===== config.mk =====
export PLATFORM = sky130hd
export DESIGN_NAME = adc_conversion_sequencer
export DESIGN_NICKNAME = d
export VERILOG_FILES = /design/src/adc_clock_divider.v /design/src/adc_conversion_sequencer.v
export VERILOG_INCLUDE_DIRS = /design/src
export SDC_FILE = /design/constraint.sdc
export NUM_CORES = 1
export LEC_CHECK = 0
export BUFFER_PORTS_ARGS = -buffer_cell sky130_fd_sc_hd__buf_2
export CORE_MARGIN = 2
export CORE_UTILIZATION = 30
export CTS_BUF_LIST = sky130_fd_sc_hd__clkbuf_2 sky130_fd_sc_hd__clkbuf_4 sky130_fd_sc_hd__clkbuf_8
export DETAILED_ROUTE_END_ITERATION = 7
export GPL_ROUTABILITY_DRIVEN = 0
export GPL_TIMING_DRIVEN = 0
export SKIP_LAST_GASP = 1
export SLEW_MARGIN = 20
export SYNTH_ARGS = -nofsm -noshare
export SYNTH_HDL_FRONTEND = slang
export SYNTH_SLANG_ARGS = --single-unit
export TNS_END_PERCENT = 10

===== constraint.sdc =====
create_clock -name clk_sys -period 7.35 [get_ports clk_sys]
set_clock_uncertainty 0.15 [all_clocks]
set_input_delay 1.1025 -clock clk_sys [delete_from_list [all_inputs] [get_ports clk_sys]]
set_output_delay 1.1025 -clock clk_sys [all_outputs]
set_load 0.1 [all_outputs]

===== src/adc_seq_defs.vh =====
`ifndef ADC_SEQ_DEFS_VH
`define ADC_SEQ_DEFS_VH

// Register byte offsets on the APB bus.
`define OFS_CTRL0 12'h000
`define OFS_CTRL1 12'h004
`define OFS_CTRL2 12'h008
`define OFS_RES_HI 12'h00c
`define OFS_RES_LO 12'h010
`define OFS_IRQ 12'h014
`define OFS_SYS 12'h018

// Control register 0 fields.
`define C0_PWR 0
`define C0_BUSY 1
`define C0_CH_LO 2
`define C0_CH_HI 6

// Control register 1 fields.
`define C1_JUST 7
`define C1_CS_LO 4
`define C1_CS_HI 6
`define C1_WMASK 8'hf7

// Control register 2 fields.
`define C2_TS_LO 4
`define C2_TS_HI 7

// Interrupt register: done flag bit 0, irq enable bit 1.
`define IRQ_DONE 0
`define IRQ_EN 1

// Reset values.
`define RST_CTRL0 7'h00
`define RST_CTRL1 8'h00
`define RST_CTRL2 4'h0

// Conversion timing: 11.5 bit periods counted in half periods.
`define CONV_HALF_PERIODS 5'd23
`define RC_START_DELAY 8'd4

`endif


===== src/adc_clock_divider.v =====
`timescale 1ns/10ps
`include "adc_seq_defs.vh"

// Makes a one-cycle tick every half bit-conversion period.
module adc_clock_divider #(
	parameter RC_HALF = 8'd20
) (
	// Clock and control
	input wire clk_sys,
	input wire rst_n,
	input wire clk_en,
	input wire run,
	input wire [2:0] conv_clock_sel,
	// Tick output
	output reg half_tick
);

	reg [7:0] cnt_reg;
	reg [7:0] half_len;

	// -----------------------------------------------------------
	// Divider selection
	// -----------------------------------------------------------
	// clock encoding
	always @* begin
		case (conv_clock_sel)
		3'b000: half_len = 8'd1;
		3'b100: half_len = 8'd2;
		3'b001: half_len = 8'd4;
		3'b101: half_len = 8'd8;
		3'b010: half_len = 8'd16;
		3'b110: half_len = 8'd32;
		default: half_len = RC_HALF;
		endcase
	end

	always @(posedge clk_sys) begin
		if (!rst_n) begin
			cnt_reg <= 8'h00;
			half_tick <= 1'b0;
		end else if (clk_en) begin
			if (!run) begin
				cnt_reg <= 8'h00;
				half_tick <= 1'b0;
			end else if (cnt_reg + 8'd1 >= half_len) begin
				cnt_reg <= 8'h00;
				half_tick <= 1'b1;
			end else begin
				cnt_reg <= cnt_reg + 8'd1;
				half_tick <= 1'b0;
			end
		end
	end

endmodule


===== src/adc_conversion_sequencer.v =====
`timescale 1ns/10ps
`include "adc_seq_defs.vh"

// Functional notes
// - Done flag set at normal conversion end, not on abort
// - Enabled interrupt wakes sleeping core on completion
// - Power follows enable; start bit begins conversion
// - Completion clears busy, sets flag, loads result
// - Clearing busy aborts, fills partial result
// - Reset restores registers, stops converter
// - RC clock delays start one instruction
// - Sleep, irq off: power down after conversion
// - Sleep on non-RC clock aborts conversion
// - Trigger rising edge sets busy bit
// - Four-bit trigger select in control two
// - Five-bit channel select, bits six to two
// - Busy bit one reads conversion in progress
// - Enable zero powers converter off
// - Control zero bit seven reads zero
// - Result justified per format bit
// - Sleep conversion only with RC clock
// - Trigger select encoding table
// - Justified result pads six zero bits
// - Conversion lasts 11.5 bit periods
// - Three-bit conversion clock select encoding
module adc_conversion_sequencer #(
	parameter RC_HALF = 8'd20
) (
	// Clock, enable, reset
	input wire clk_sys,
	input wire clk_en,
	input wire rst_n,
	// APB slave
	input wire psel,
	input wire penable,
	input wire pwrite,
	input wire [11:0] paddr,
	input wire [31:0] pwdata,
	output reg [31:0] prdata,
	output reg pready,
	output reg pslverr,
	// Core state
	input wire core_sleeping,
	output reg wake_request,
	// Trigger sources, index equals select code
	input wire [13:1] trigger_in,
	// Analog core
	output reg converter_power_on,
	output reg [4:0] channel_sel,
	output reg sample_hold,
	output reg [9:0] trial_code,
	input wire comparator_high
);

	// ---------------------------------------------------------
	// State
	// ---------------------------------------------------------
	localparam ST_IDLE = 3'b001;
	localparam ST_WAIT = 3'b010;
	localparam ST_CONV = 3'b100;

	reg [2:0] state_reg;
	reg [6:0] ctrl0_reg;
	reg [7:0] ctrl1_reg;
	reg [3:0] ctrl2_reg;
	reg [7:0] result_high_reg;
	reg [7:0] result_low_reg;
	reg conv_done_flag;
	reg conv_irq_enable;
	reg [13:1] trig_prev_reg;
	reg [9:0] sar_reg;
	reg [4:0] half_cnt_reg;
	reg [7:0] wait_cnt_reg;
	reg sleep_off_reg;
	reg [3:0] last_bit_reg;

	wire half_tick;
	wire [4:0] cur_bit;
	wire rc_clk;
	wire busy;
	wire power_en;
	wire wr_access;
	wire rd_access;
	wire trig_edge;
	wire [13:1] trig_rise;
	reg [9:0] fill_next;
	reg [9:0] final_next;
	reg [31:0] rdata_next;
	integer i;

	assign busy = ctrl0_reg[`C0_BUSY];
	assign rc_clk = (ctrl1_reg[5:4] == 2'b11);
	assign power_en = ctrl0_reg[`C0_PWR] & ~sleep_off_reg;
	assign wr_access = psel & penable & pwrite & ~pready;
	assign rd_access = psel & penable & ~pwrite & ~pready;
	assign trig_rise = trigger_in & ~trig_prev_reg;
	assign trig_edge = (ctrl2_reg >= 4'd1) && (ctrl2_reg <= 4'd13) &&
		trig_rise[ctrl2_reg];
	assign cur_bit = 5'd9 - {1'b0, half_cnt_reg[4:1]};

	adc_clock_divider #(
		.RC_HALF(RC_HALF)
	) u_div (
		.clk_sys(clk_sys),
		.rst_n(rst_n),
		.clk_en(clk_en),
		.run(state_reg == ST_CONV),
		.conv_clock_sel(ctrl1_reg[`C1_CS_HI:`C1_CS_LO]),
		.half_tick(half_tick)
	);

	// ---------------------------------------------------------
	// Result formation
	// ---------------------------------------------------------
	// partial fill
	always @* begin
		fill_next = sar_reg;
		for (i = 0; i < 10; i = i + 1) begin
			if (i < 9 - last_bit_reg)
				fill_next[i] = sar_reg[9 - last_bit_reg];
		end
		final_next = sar_reg;
		if (!comparator_high && half_cnt_reg[0] == 1'b1 &&
			half_cnt_reg < 5'd20)
			final_next[cur_bit[3:0]] = 1'b0;
	end

	// ---------------------------------------------------------
	// Read mux
	// ---------------------------------------------------------
	always @* begin
		rdata_next = 32'h0000_0000;
		if (paddr == `OFS_CTRL0)
			rdata_next[6:0] = ctrl0_reg;
		else if (paddr == `OFS_CTRL1)
			rdata_next[7:0] = ctrl1_reg & `C1_WMASK;
		else if (paddr == `OFS_CTRL2)
			rdata_next[7:4] = ctrl2_reg;
		else if (paddr == `OFS_RES_HI)
			rdata_next[7:0] = result_high_reg;
		else if (paddr == `OFS_RES_LO)
			rdata_next[7:0] = result_low_reg;
		else if (paddr == `OFS_IRQ)
			rdata_next[1:0] = {conv_irq_enable, conv_done_flag};
		else if (paddr == `OFS_SYS)
			rdata_next[1:0] = {core_sleeping, converter_power_on};
	end

	// ---------------------------------------------------------
	// Main process
	// ---------------------------------------------------------
	always @(posedge clk_sys) begin
		if (!rst_n) begin
			state_reg <= ST_IDLE;
			ctrl0_reg <= `RST_CTRL0;
			ctrl1_reg <= `RST_CTRL1;
			ctrl2_reg <= `RST_CTRL2;
			result_high_reg <= 8'h00;
			result_low_reg <= 8'h00;
			conv_done_flag <= 1'b0;
			conv_irq_enable <= 1'b0;
			trig_prev_reg <= 13'h0000;
			sar_reg <= 10'h000;
			half_cnt_reg <= 5'd0;
			wait_cnt_reg <= 8'd0;
			sleep_off_reg <= 1'b0;
			last_bit_reg <= 4'd0;
			prdata <= 32'h0000_0000;
			pready <= 1'b0;
			pslverr <= 1'b0;
			wake_request <= 1'b0;
			converter_power_on <= 1'b0;
			channel_sel <= 5'd0;
			sample_hold <= 1'b0;
			trial_code <= 10'h000;
		end else if (clk_en) begin
			trig_prev_reg <= trigger_in;
			pready <= psel & penable & ~pready;
			pslverr <= 1'b0;
			wake_request <= 1'b0;
			if (!core_sleeping)
				sleep_off_reg <= 1'b0;
			if (rd_access)
				prdata <= rdata_next;
			if (psel & penable & ~pready &&
				paddr > `OFS_SYS)
				pslverr <= 1'b1;

			// Register writes.
			if (wr_access && paddr == `OFS_CTRL0)
				ctrl0_reg <= pwdata[6:0];
			if (wr_access && paddr == `OFS_CTRL1)
				ctrl1_reg <= pwdata[7:0] & `C1_WMASK;
			if (wr_access && paddr == `OFS_CTRL2)
				ctrl2_reg <= pwdata[`C2_TS_HI:`C2_TS_LO];
			if (wr_access && paddr == `OFS_RES_HI)
				result_high_reg <= pwdata[7:0];
			if (wr_access && paddr == `OFS_RES_LO)
				result_low_reg <= pwdata[7:0];
			if (wr_access && paddr == `OFS_IRQ) begin
				conv_irq_enable <= pwdata[`IRQ_EN];
				if (!pwdata[`IRQ_DONE])
					conv_done_flag <= 1'b0;
			end

			if (trig_edge && state_reg == ST_IDLE &&
				ctrl0_reg[`C0_PWR])
				ctrl0_reg[`C0_BUSY] <= 1'b1;

			case (state_reg)
			ST_IDLE: begin
				// start on busy set while powered
				if (busy && power_en) begin
					sar_reg <= 10'h200;
					half_cnt_reg <= 5'd0;
					last_bit_reg <= 4'd0;
					wait_cnt_reg <= rc_clk ? `RC_START_DELAY : 8'd0;
					state_reg <= ST_WAIT;
				end else if (busy) begin
					ctrl0_reg[`C0_BUSY] <= 1'b0;
				end
			end
			ST_WAIT: begin
				if (wait_cnt_reg == 8'd0) begin
					state_reg <= ST_CONV;
				end else begin
					wait_cnt_reg <= wait_cnt_reg - 8'd1;
				end
			end
			ST_CONV: begin
				if (half_tick) begin
					half_cnt_reg <= half_cnt_reg + 5'd1;
					// Odd half periods decide one trial bit.
					if (half_cnt_reg[0] && half_cnt_reg < 5'd20) begin
						sar_reg <= final_next;
						last_bit_reg <= 4'd9 - cur_bit[3:0];
						if (cur_bit != 5'd0)
							sar_reg[cur_bit[3:0] - 4'd1] <= 1'b1;
					end
				end
			end
			default: state_reg <= ST_IDLE;
			endcase

			// abort in sleep without RC clock
			if (state_reg != ST_IDLE && core_sleeping && !rc_clk) begin
				state_reg <= ST_IDLE;
				ctrl0_reg[`C0_BUSY] <= 1'b0;
				sleep_off_reg <= 1'b1;
			end else if (state_reg == ST_CONV && wr_access &&
				paddr == `OFS_CTRL0 && !pwdata[`C0_BUSY]) begin
				state_reg <= ST_IDLE;
				result_high_reg <= ctrl1_reg[`C1_JUST] ?
					{6'h00, fill_next[9:8]} : fill_next[9:2];
				result_low_reg <= ctrl1_reg[`C1_JUST] ?
					fill_next[7:0] : {fill_next[1:0], 6'h00};
			end else if (state_reg != ST_IDLE && !ctrl0_reg[`C0_PWR]) begin
				state_reg <= ST_IDLE;
				ctrl0_reg[`C0_BUSY] <= 1'b0;
			end else if (state_reg == ST_CONV && half_tick &&
				half_cnt_reg == `CONV_HALF_PERIODS - 5'd1) begin
				state_reg <= ST_IDLE;
				ctrl0_reg[`C0_BUSY] <= 1'b0;
				conv_done_flag <= 1'b1;
				result_high_reg <= ctrl1_reg[`C1_JUST] ?
					{6'h00, sar_reg[9:8]} : sar_reg[9:2];
				result_low_reg <= ctrl1_reg[`C1_JUST] ?
					sar_reg[7:0] : {sar_reg[1:0], 6'h00};
				if (core_sleeping && conv_irq_enable)
					wake_request <= 1'b1;
				if (core_sleeping && !conv_irq_enable)
					sleep_off_reg <= 1'b1;
			end

			converter_power_on <= power_en;
			channel_sel <= ctrl0_reg[`C0_CH_HI:`C0_CH_LO];
			// Falls with power so the hold never outlives the supply.
			sample_hold <= (state_reg == ST_CONV) && power_en;
			trial_code <= sar_reg;
		end
	end

endmodule


==> results.sh, run 1 <==
export IMPL_status="finished clean"
export IMPL_die_y_um=159
export IMPL_via_per_inst=5.40
export IMPL_clk_latency_ps=460
export IMPL_netlist_instances=882
export IMPL_cp_required_ps=7550
export IMPL_max_cap_violations=0
export IMPL_n_antenna_cell=0
export IMPL_hpwl_um=17800
export IMPL_largest_reg_flops=13
export IMPL_avgSynthCellArea_sq_um=8.19
export IMPL_post_cts_buffers=0
export IMPL_reg2reg_from="last_bit_reg[1]"
export IMPL_synth_area_leaders="dfxtp_1 (32%), mux2i_1 (7.1%), nor2_1 (5.0%), a21oi_1 (4.4%), nand2_1 (3.2%)"
export IMPL_yosysTopAreaCell="dfxtp_1"
export IMPL_clkSlewWorstSetupHoldPaths_ps=70
export IMPL_post_route_period_util_pct=43.9
export IMPL_grt_pass1_wl_um=37500
export IMPL_rsz0062_at_grt="no"
export IMPL_dieArea_sq_um=25300
export IMPL_drive_gt1_share_pct=17.1
export IMPL_dp_slack_ps=3680
export IMPL_synth_edff_count=0
export IMPL_p_per_area_nw_per_um2=173
export IMPL_crit_path_top_delay_cell="nor4b_1"
export IMPL_critPathMaxStageDelay_ps=630
export IMPL_nNetsFinal=1070
export IMPL_fmax_mhz=310
export IMPL_synth_ff_type="dfxtp_1"
export IMPL_setup_ws_ps=4120
export IMPL_netlist_area_sq_um=7220
export IMPL_portBuffers=66
export IMPL_detail_route_wl_per_cell_um=17.9
export IMPL_core_sq_um=23500
export IMPL_critPathMaxFanout=9
export IMPL_yosysUniqueCellTypes=86
export IMPL_grt_pass1_vias=6759
export IMPL_final_util_pct=36.0
export IMPL_relSlewSlack_pct=34.6
export IMPL_irDropWorstVdd_mv=0.103
export IMPL_leakagePower_nw=3.19
export IMPL_drtIter0Drc=729
export IMPL_whs_ps=326
export IMPL_m1WireLength_um=10100
export IMPL_path_class="input port to flip-flop"
export IMPL_ctsHoldBuffers=0
export IMPL_area_growth_pct=17.3
export IMPL_r2r_end="result_high_reg[1]"
export IMPL_ys_seq_elements=117
export IMPL_wl_um=23700
export IMPL_wl_met2_um=10900
export IMPL_ant_nets=0
export IMPL_worstRegToRegCells=12
export IMPL_grt_overflow_total=0
export IMPL_dr_total_vias=7135
export IMPL_regToRegSetupSlack_ps=4120
export IMPL_fin_tns_setup_ps=0
export IMPL_yosysSeqAreaShare_pct=32.4
export IMPL_chipWidth_um=159
export IMPL_ys_warn_count=0
export IMPL_maxSlewViolCount=0
export IMPL_grt_usage_pct=18.7
export IMPL_cts_sinks=117
export IMPL_drc=0
export IMPL_synthArstFlopShare_pct=0
export IMPL_ios=117
export IMPL_worst_pin_slew_ps=982
export IMPL_highest_layer="met4"
export IMPL_critical_path_endpoint="result_low_reg[2]"
export IMPL_dr_pass1_iters=6
export IMPL_start_util_pct=30.7
export IMPL_cts_tree="built"
export IMPL_h_tree_depth=4
export IMPL_end_kind="flip-flop"
export IMPL_setup_viol=0
export IMPL_cts_made_buffers=17
export IMPL_cp_cell_sequence="clkbuf_1 > nor4b_1 > nand2_1 > nor2_1 > a21oi_1 > and2_0 > o31a_1"
export IMPL_arrival_ps=3420
export IMPL_fp_row_count=56
export IMPL_cts_path_max_buffers=2
export IMPL_netlist_area_leader_share_pct=32.4
export IMPL_hold_path_class="flip-flop to flip-flop"
export IMPL_cts_root_buf="clkbuf_8"
export IMPL_fin_area_sq_um=8470
export IMPL_antenna_found_initial=0
export IMPL_wl_met3_um=1830
export IMPL_crit_start="pwdata[1]"
export IMPL_cts_resized=0
export IMPL_layout_min_cycle_time_ps=3230
export IMPL_grt_max_degree=17
export IMPL_cp_start_kind="input port"
export IMPL_place_area_sq_um=8040
export IMPL_hold_viol=0
layer usage:
metal  vias up  track usage, %
met3        58            4.30
met1      3342            23.8
met4         0            8.35
met2       308            30.1
li1       3427               -
met5         -               0
final cells by class:
cell class	count	area, sq um
clock inverters	11	150
repair buffers	66	330
plain buffers	80	425
clock buffers	21	283
well taps	319	399
flip-flops and latches	117	2340
fillers	2516	15100
multi-input cells	680	4430
inverters	28	105
kinds of logic (layout without fill, tap and decap cells):
logic type                 after synthesis  in the layout  share of synthesized area (%)
AOI/OAI and AO/OA                      243            243                           22.8
xor gates and xnor gates                15             15                           1.82
muxes                                   66             66                           10.2
other                                    1             24                         0.0519
buffers and inverters                  108            206                           7.35
and+or+nand+nor                        317            317                           22.8
adders and majority gates               15             15                           2.60
DFF                                    117            117                           32.4
critical path, delay by kind of cell:
| kind | cells | cell delay, ps |
|---|---|---|
| AO/OA/AOI/OAI | 2 | 520 |
| AND/OR/NAND/NOR | 4 | 1510 |
| buffers and inverters | 1 | 280 |
cell usage in the layout, fill, tap and decap left out, types with 24 or more instances in the layout:
| master | instances |
|---|---|
| buf_2 | 73 |
| nor2_1 | 97 |
| o21ai_0 | 44 |
| a21oi_1 | 63 |
| mux2i_1 | 51 |
| dfxtp_1 | 117 |
| nand3_1 | 32 |
| buf_4 | 27 |
| conb_1 | 24 |
| nand2_1 | 61 |
| clkbuf_1 | 38 |
| inv_1 | 27 |
worst min path at each step:
stage	startpoint	end	slack (ps)	cells after the start
2_1_floorplan	result_low_reg[3]	result_low_reg[3]	300	2
3_3_place_gp	wake_request	wake_request	310	2
3_5_place_dp	wake_request	wake_request	310	2
4_1_cts	wake_request	wake_request	330	2
5_1_grt	result_low_reg[0]	result_low_reg[0]	340	2
6_report	wake_request	wake_request	330	2
Yosys cell counts (7+ instances only):
master and count:
nor2b_1 12, o21ai_0 44, a21oi_1 63, mux2i_1 51, and2_1 8, dfxtp_1 117, ha_1 15, clkbuf_1 38
nor2_1 97, mux2_2 10, nor3_1 19, buf_4 27, nand2_1 61, a22oi_1 7, nor3b_1 7, o211ai_1 7
a211oi_1 10, inv_1 27, nand4_1 9, xnor2_1 11, nand2b_1 10, nand3_1 32, o221ai_1 8, or3_1 10
buf_2 7, and3_1 7, a31oi_1 20
where the power goes:
part | switching (W) | leakage (nW) | internal, W
logic | 0.000128 | 2.03 | 0.0000396
clock network | 0.000281 | 0.215 | 0.000367
registers | 0.00000534 | 0.947 | 0.000642
total | 0.000414 | 3.19 | 0.00105
per-stage QoR:
| stage | cells | total power [W] |
|---|---|---|
| after global routing | 1322 | 0.00151 |
| after global placement | 1290 | 0.000826 |
| after detailed placement | 1290 | 0.000827 |
| after CTS | 1322 | 0.00147 |
| final | 1322 | 0.00146 |
| after floorplan | 905 | 0.000784 |
Note: power is estimated with default switching activity, not from simulation.
==> run 2: changes to the inputs <==
clock period = 2.9 ns   (was 7.35 ns; I/O delays follow)
==> run 2 against run 1 <==
The run now ends with setup timing left. Critical path depth grew 4. Combinational power grew to 2.5 times the previous value. Sequential power grew to 2.5 times the previous value. Final cell count is essentially flat. Global-route usage is the same. Clock power grew to 2.5 times the previous value. Die area is the same. Cell area grew 0.33%. Setup slack lost 4100 ps. Total power grew to 2.5 times the previous value. Sequential share of layout area shrank 0.090 points. Wire length grew 0.19%. Critical endpoint is now result_high_reg[0]. Largest cell class unchanged. Largest power group is now sequential cells. Highest routed layer unchanged.
==> results.sh, run 2 (synthesis results as in run 1) <==
export IMPL_cp_required_ps=3130
export IMPL_holdPathEnd="trig_prev_reg[2]"
export IMPL_fp_row_count=56
export IMPL_finalNonFillerCells=1321
export IMPL_path_class="flip-flop to flip-flop"
export IMPL_worst_pin_slew_ps=972
export IMPL_final_common_cell="dfxtp_1"
export IMPL_clkSlewWorstSetupHoldPaths_ps=80
export IMPL_detail_route_wl_per_cell_um=18.0
export IMPL_cts_tree="built"
export IMPL_nNetsFinal=1069
export IMPL_drive_gt1_share_pct=17.7
export IMPL_die_y_um=159
export IMPL_end_kind="flip-flop"
export IMPL_setup_viol=1
export IMPL_dieArea_sq_um=25300
export IMPL_cts_made_buffers=17
export IMPL_r2r_end="result_high_reg[0]"
export IMPL_cts_sinks=117
export IMPL_hold_viol=0
export IMPL_final_cell_mix="dfxtp_1 (117), nor2_1 (97), buf_2 (73)"
export IMPL_dr_total_vias=7135
export IMPL_area_growth_pct=17.7
export IMPL_grt_max_degree=17
export IMPL_irDropWorstVdd_mv=0.260
export IMPL_violations="setup timing"
export IMPL_via_per_inst=5.40
export IMPL_n_antenna_cell=0
export IMPL_whs_ps=70.4
export IMPL_antenna_found_initial=0
export IMPL_dr_pass1_iters=5
export IMPL_portBuffers=66
export IMPL_min_from="trigger_in[2]"
export IMPL_cts_root_buf="clkbuf_8"
export IMPL_fmax_mhz=343
export IMPL_critPathMaxFanout=10
export IMPL_max_cap_violations=0
export IMPL_hold_path_class="input port to flip-flop"
export IMPL_start_util_pct=30.7
export IMPL_grt_pass1_vias=6759
export IMPL_arrival_ps=3150
export IMPL_hpwl_um=17800
export IMPL_rsz0062_at_grt="yes"
export IMPL_cp_start_kind="flip-flop"
export IMPL_leakagePower_nw=3.21
export IMPL_drc=0
export IMPL_dp_cells=1290
export IMPL_layout_min_cycle_time_ps=2910
export IMPL_post_route_period_util_pct=101
export IMPL_core_sq_um=23500
export IMPL_maxSlewViolCount=0
export IMPL_ios=117
export IMPL_relSlewSlack_pct=35.2
export IMPL_largest_reg_flops=13
export IMPL_setup_ws_ps=-14.8
export IMPL_reg2reg_from="last_bit_reg[1]"
export IMPL_cts_path_max_buffers=2
export IMPL_worstRegToRegCells=11
export IMPL_ctsHoldBuffers=0
export IMPL_p_per_area_nw_per_um2=436
export IMPL_h_tree_depth=4
export IMPL_wl_um=23800
export IMPL_post_cts_buffers=0
export IMPL_status="finished, violations left"
export IMPL_min_path_cells=3
export IMPL_place_area_sq_um=8040
export IMPL_fin_area_sq_um=8500
export IMPL_grt_usage_pct=18.7
export IMPL_regToRegSetupSlack_ps=-10
export IMPL_grt_overflow_total=0
export IMPL_grt_pass1_wl_um=37500
export IMPL_ant_nets=0
export IMPL_chipWidth_um=159
export IMPL_clk_latency_ps=460
export IMPL_drtIter0Drc=646
==> run 2: changes by cell type in the layout (fill, tap and decap cells not counted), sizes merged <==
cell / previous run / this run
clkbuf: 59 / 58
==> run 2: how the worst max path moves through the flow <==
stage / start / end / slack (ps) / cells past startpoint
CTS: half_cnt_reg[2] / sar_reg[1] / -60 / 10
floorplan: last_bit_reg[1] / result_low_reg[4] / 250 / 10
global placement: last_bit_reg[1] / result_high_reg[1] / -170 / 12
finish: last_bit_reg[1] / result_high_reg[0] / -10 / 11
global route: last_bit_reg[1] / result_high_reg[0] / -170 / 11
detailed placement: last_bit_reg[1] / result_high_reg[1] / -210 / 12
==> run 2: per-stage QoR <==
step	TNS, ps	utilization (%)	total power, W	setup slack (ps)
3_3_place_gp	-904	34.1	0.00209	-167
2_1_floorplan	0	-	0.00199	246
3_5_place_dp	-1220	34.1	0.00210	-212
6_report	-14.8	36.1	0.00371	-14.8
4_1_cts	-86.4	36.0	0.00373	-61.6
5_1_grt	-886	36.1	0.00383	-166
==> run 2: critical path, stage by stage, from the launching register on <==
cell	delay (ps)
dfxtp_1	330
buf_6	140
clkbuf_2	260
inv_1	90
ha_1	290
or2_2	290
clkbuf_1	160
and2_1	230
a211oi_4	310
mux2i_1	110
or3_1	320
a21oi_1	160
==> run 2: area by class of cell <==
cell class | instances | area [sq um]
fillers | 2512 | 15000
multi-input cells | 680 | 4460
well taps | 319 | 399
plain buffers | 79 | 425
repair buffers | 66 | 330
flip-flops and latches | 117 | 2340
clock inverters | 11 | 150
clock buffers | 21 | 283
inverters | 28 | 105
==> run 2: layer usage <==
layer / vias up / wire [um] / GRT usage (%) / part of all wire (%)
met2: 312 / 11000 / 30.1 / 46
met3: 53 / 1750 / 4.30 / 7.3
met4: 0 / 784 / 8.35 / 3.3
li1: 3429 / - / - / -
met1: 3341 / 10200 / 23.8 / 43
met5: - / 0 / 0 / 0
==> run 2: repair_timing <==
| item | CTS | global route |
|---|---|---|
| resized for setup | 2 | 6 |
| endpoints found under the hold margin | 0 | 0 |
| setup endpoints to repair | 14 | 26 |
| pin swaps | 0 | 0 |
==> run 2: where the power goes <==
part	leakage, nW	switching [W]	internal (W)
Sequential	0.947	0.0000136	0.00163
Clock	0.215	0.000714	0.000929
Combinational	2.05	0.000323	0.000100
Total	3.21	0.00105	0.00266
==> run 3: changes to the inputs <==
clock period = 3.3 ns   (was 2.9 ns; I/O delays follow)
==> run 3 against run 2 <==
Critical endpoint is now sar_reg[1]. Die area is the same. Sequential power fell by 12%. The run now ends clean. Sequential share of layout area grew 0.081 points. Count of clock-buffer cells in the layout is the same. Non-clock buffer count rose by 1. Core utilization is 0.11 points lower. Wire length hardly changed. Via count rose by 0.20%. Hold slack better by 58 ps. Register-to-register slack improved by 320 ps. Setup slack better by 320 ps. Final cell count about the same.
==> results.sh, run 3 (synthesis results as in run 1) <==
export IMPL_multi_input_area_sq_um=4430
export IMPL_portBuffers=66
export IMPL_core_sq_um=23500
export IMPL_fin_tns_setup_ps=0
export IMPL_n_antenna_cell=0
export IMPL_cp_start_kind="flip-flop"
export IMPL_setup_viol=0
export IMPL_end_kind="flip-flop"
export IMPL_layout_min_cycle_time_ps=3000
export IMPL_drtIter0Drc=726
export IMPL_hold_path_class="input port to flip-flop"
export IMPL_reg2reg_from="half_cnt_reg[2]"
export IMPL_dieArea_sq_um=25300
export IMPL_pwr_share_clk_pct=44.3
export IMPL_cts_tree="built"
export IMPL_ant_nets=0
export IMPL_fmax_mhz=334
export IMPL_min_path_cells=3
export IMPL_critPathMaxFanout=10
export IMPL_grt_usage_pct=18.7
export IMPL_wl_um=23800
export IMPL_final_cell_mix="dfxtp_1 (117), nor2_1 (97), buf_2 (73)"
export IMPL_worstRegToRegCells=10
export IMPL_cts_path_max_buffers=2
export IMPL_ctsHoldBuffers=0
export IMPL_h_tree_depth=4
export IMPL_grt_pass1_wl_um=37500
export IMPL_power_frac_comb_pct=11.4
export IMPL_largest_reg_flops=13
export IMPL_regArea_sq_um=2340
export IMPL_fillerInstances=2517
export IMPL_grt_pass1_vias=6759
export IMPL_cts_sinks=117
export IMPL_dr_total_vias=7149
export IMPL_internal_power_w=0.00233
export IMPL_rsz0062_at_grt="no"
export IMPL_cts_root_buf="clkbuf_8"
export IMPL_arrival_ps=3230
export IMPL_dr_pass1_iters=6
export IMPL_place_area_sq_um=8040
export IMPL_final_common_cell="dfxtp_1"
export IMPL_drc=0
export IMPL_die_y_um=159
export IMPL_seqPwrFrac_pct=44.3
export IMPL_clk_latency_ps=460
export IMPL_via_per_inst=5.41
export IMPL_fp_row_count=56
export IMPL_drive_gt1_share_pct=17.3
export IMPL_worst_pin_slew_ps=983
export IMPL_chipWidth_um=159
export IMPL_antenna_found_initial=0
export IMPL_grt_max_degree=17
export IMPL_max_cap_violations=0
export IMPL_area_growth_pct=17.3
export IMPL_hold_viol=0
export IMPL_irDropWorstVdd_mv=0.230
export IMPL_start_util_pct=30.7
export IMPL_path_class="flip-flop to flip-flop"
export IMPL_p_sw_share_pct=28.3
export IMPL_regToRegSetupSlack_ps=300
export IMPL_nNetsFinal=1070
export IMPL_p_per_area_nw_per_um2=385
export IMPL_ios=117
export IMPL_status="finished clean"
export IMPL_post_route_period_util_pct=90.9
export IMPL_leakagePower_nw=3.20
export IMPL_cp_required_ps=3530
export IMPL_relSlewSlack_pct=34.5
export IMPL_holdPathEnd="trig_prev_reg[2]"
export IMPL_detail_route_wl_per_cell_um=18.0
export IMPL_cts_made_buffers=17
export IMPL_p_switching_w=0.000924
export IMPL_min_from="trigger_in[2]"
export IMPL_fin_area_sq_um=8470
export IMPL_hpwl_um=17800
export IMPL_grt_overflow_total=0
export IMPL_maxSlewViolCount=0
export IMPL_clkSlewWorstSetupHoldPaths_ps=80
export IMPL_r2r_end="sar_reg[1]"
export IMPL_final_util_pct=36.0
[run 3: cell types whose count changed in the layout (fill, tap and decap cells not counted), sizes merged]
cell / before / now
clkbuf: 58 / 59
[run 3: worst max path at each step]
| stage | start | to | slack (ps) | cells past startpoint |
|---|---|---|---|---|
| after floorplan | last_bit_reg[1] | result_low_reg[4] | 650 | 10 |
| final | half_cnt_reg[2] | sar_reg[1] | 300 | 10 |
| after global placement | last_bit_reg[1] | result_high_reg[1] | 230 | 12 |
| after CTS | last_bit_reg[1] | result_high_reg[1] | 170 | 12 |
| after global routing | half_cnt_reg[2] | sar_reg[1] | 70 | 10 |
| after detailed placement | last_bit_reg[1] | result_high_reg[1] | 190 | 12 |
[run 3: metal layers]
layer	up-vias	track usage [%]	share of wire [%]
li1	3428	-	-
met1	3349	23.8	42
met2	309	30.1	46
met3	63	4.30	7.8
met4	0	8.35	3.6
met5	-	0	0
[run 3: cell type report]
type | instances | share of cell area, %
plain buffers | 80 | 5.05
clock buffers | 21 | 3.34
clock inverters | 11 | 1.77
inverters | 28 | 1.24
multi-input cells | 680 | 52.3
flip-flops and latches | 117 | 27.7
well taps | 319 | 4.71
repair buffers | 66 | 3.90
[run 3: power groups by stage]
stage	clock network, W	logic, W	registers, W
2_1_floorplan	0	0.000246	0.00150
3_3_place_gp	0	0.000367	0.00147
3_5_place_dp	0	0.000369	0.00147
4_1_cts	0.00147	0.000369	0.00144
5_1_grt	0.00153	0.000393	0.00144
6_report	0.00144	0.000372	0.00144
[run 3: critical path: stages, from the launching register on]
cell and delay (ps):
dfxtp_1 410, clkbuf_1 390, inv_1 210, ha_1 330
clkbuf_1 310, xnor2_1 190, mux2_2 300, o22ai_1 120
and3_1 240, nand3_1 100, a21oi_1 180
[run 3: what timing repair did]
item                                    4_1_cts  5_1_grt
setup buffers                                 0        0
gates resized for setup                       0        4
endpoints found under the setup margin        0        7
[run 3: metrics by stage]
stage               setup WS [ps]  cells  hold WS [ps]  total power, W
global placement              233   1290           308         0.00184
finish                        302   1322           129         0.00326
detailed placement            188   1290           311         0.00184
CTS                           175   1322           113         0.00328
global route                 67.5   1322           129         0.00337
floorplan                     646    905           296         0.00175
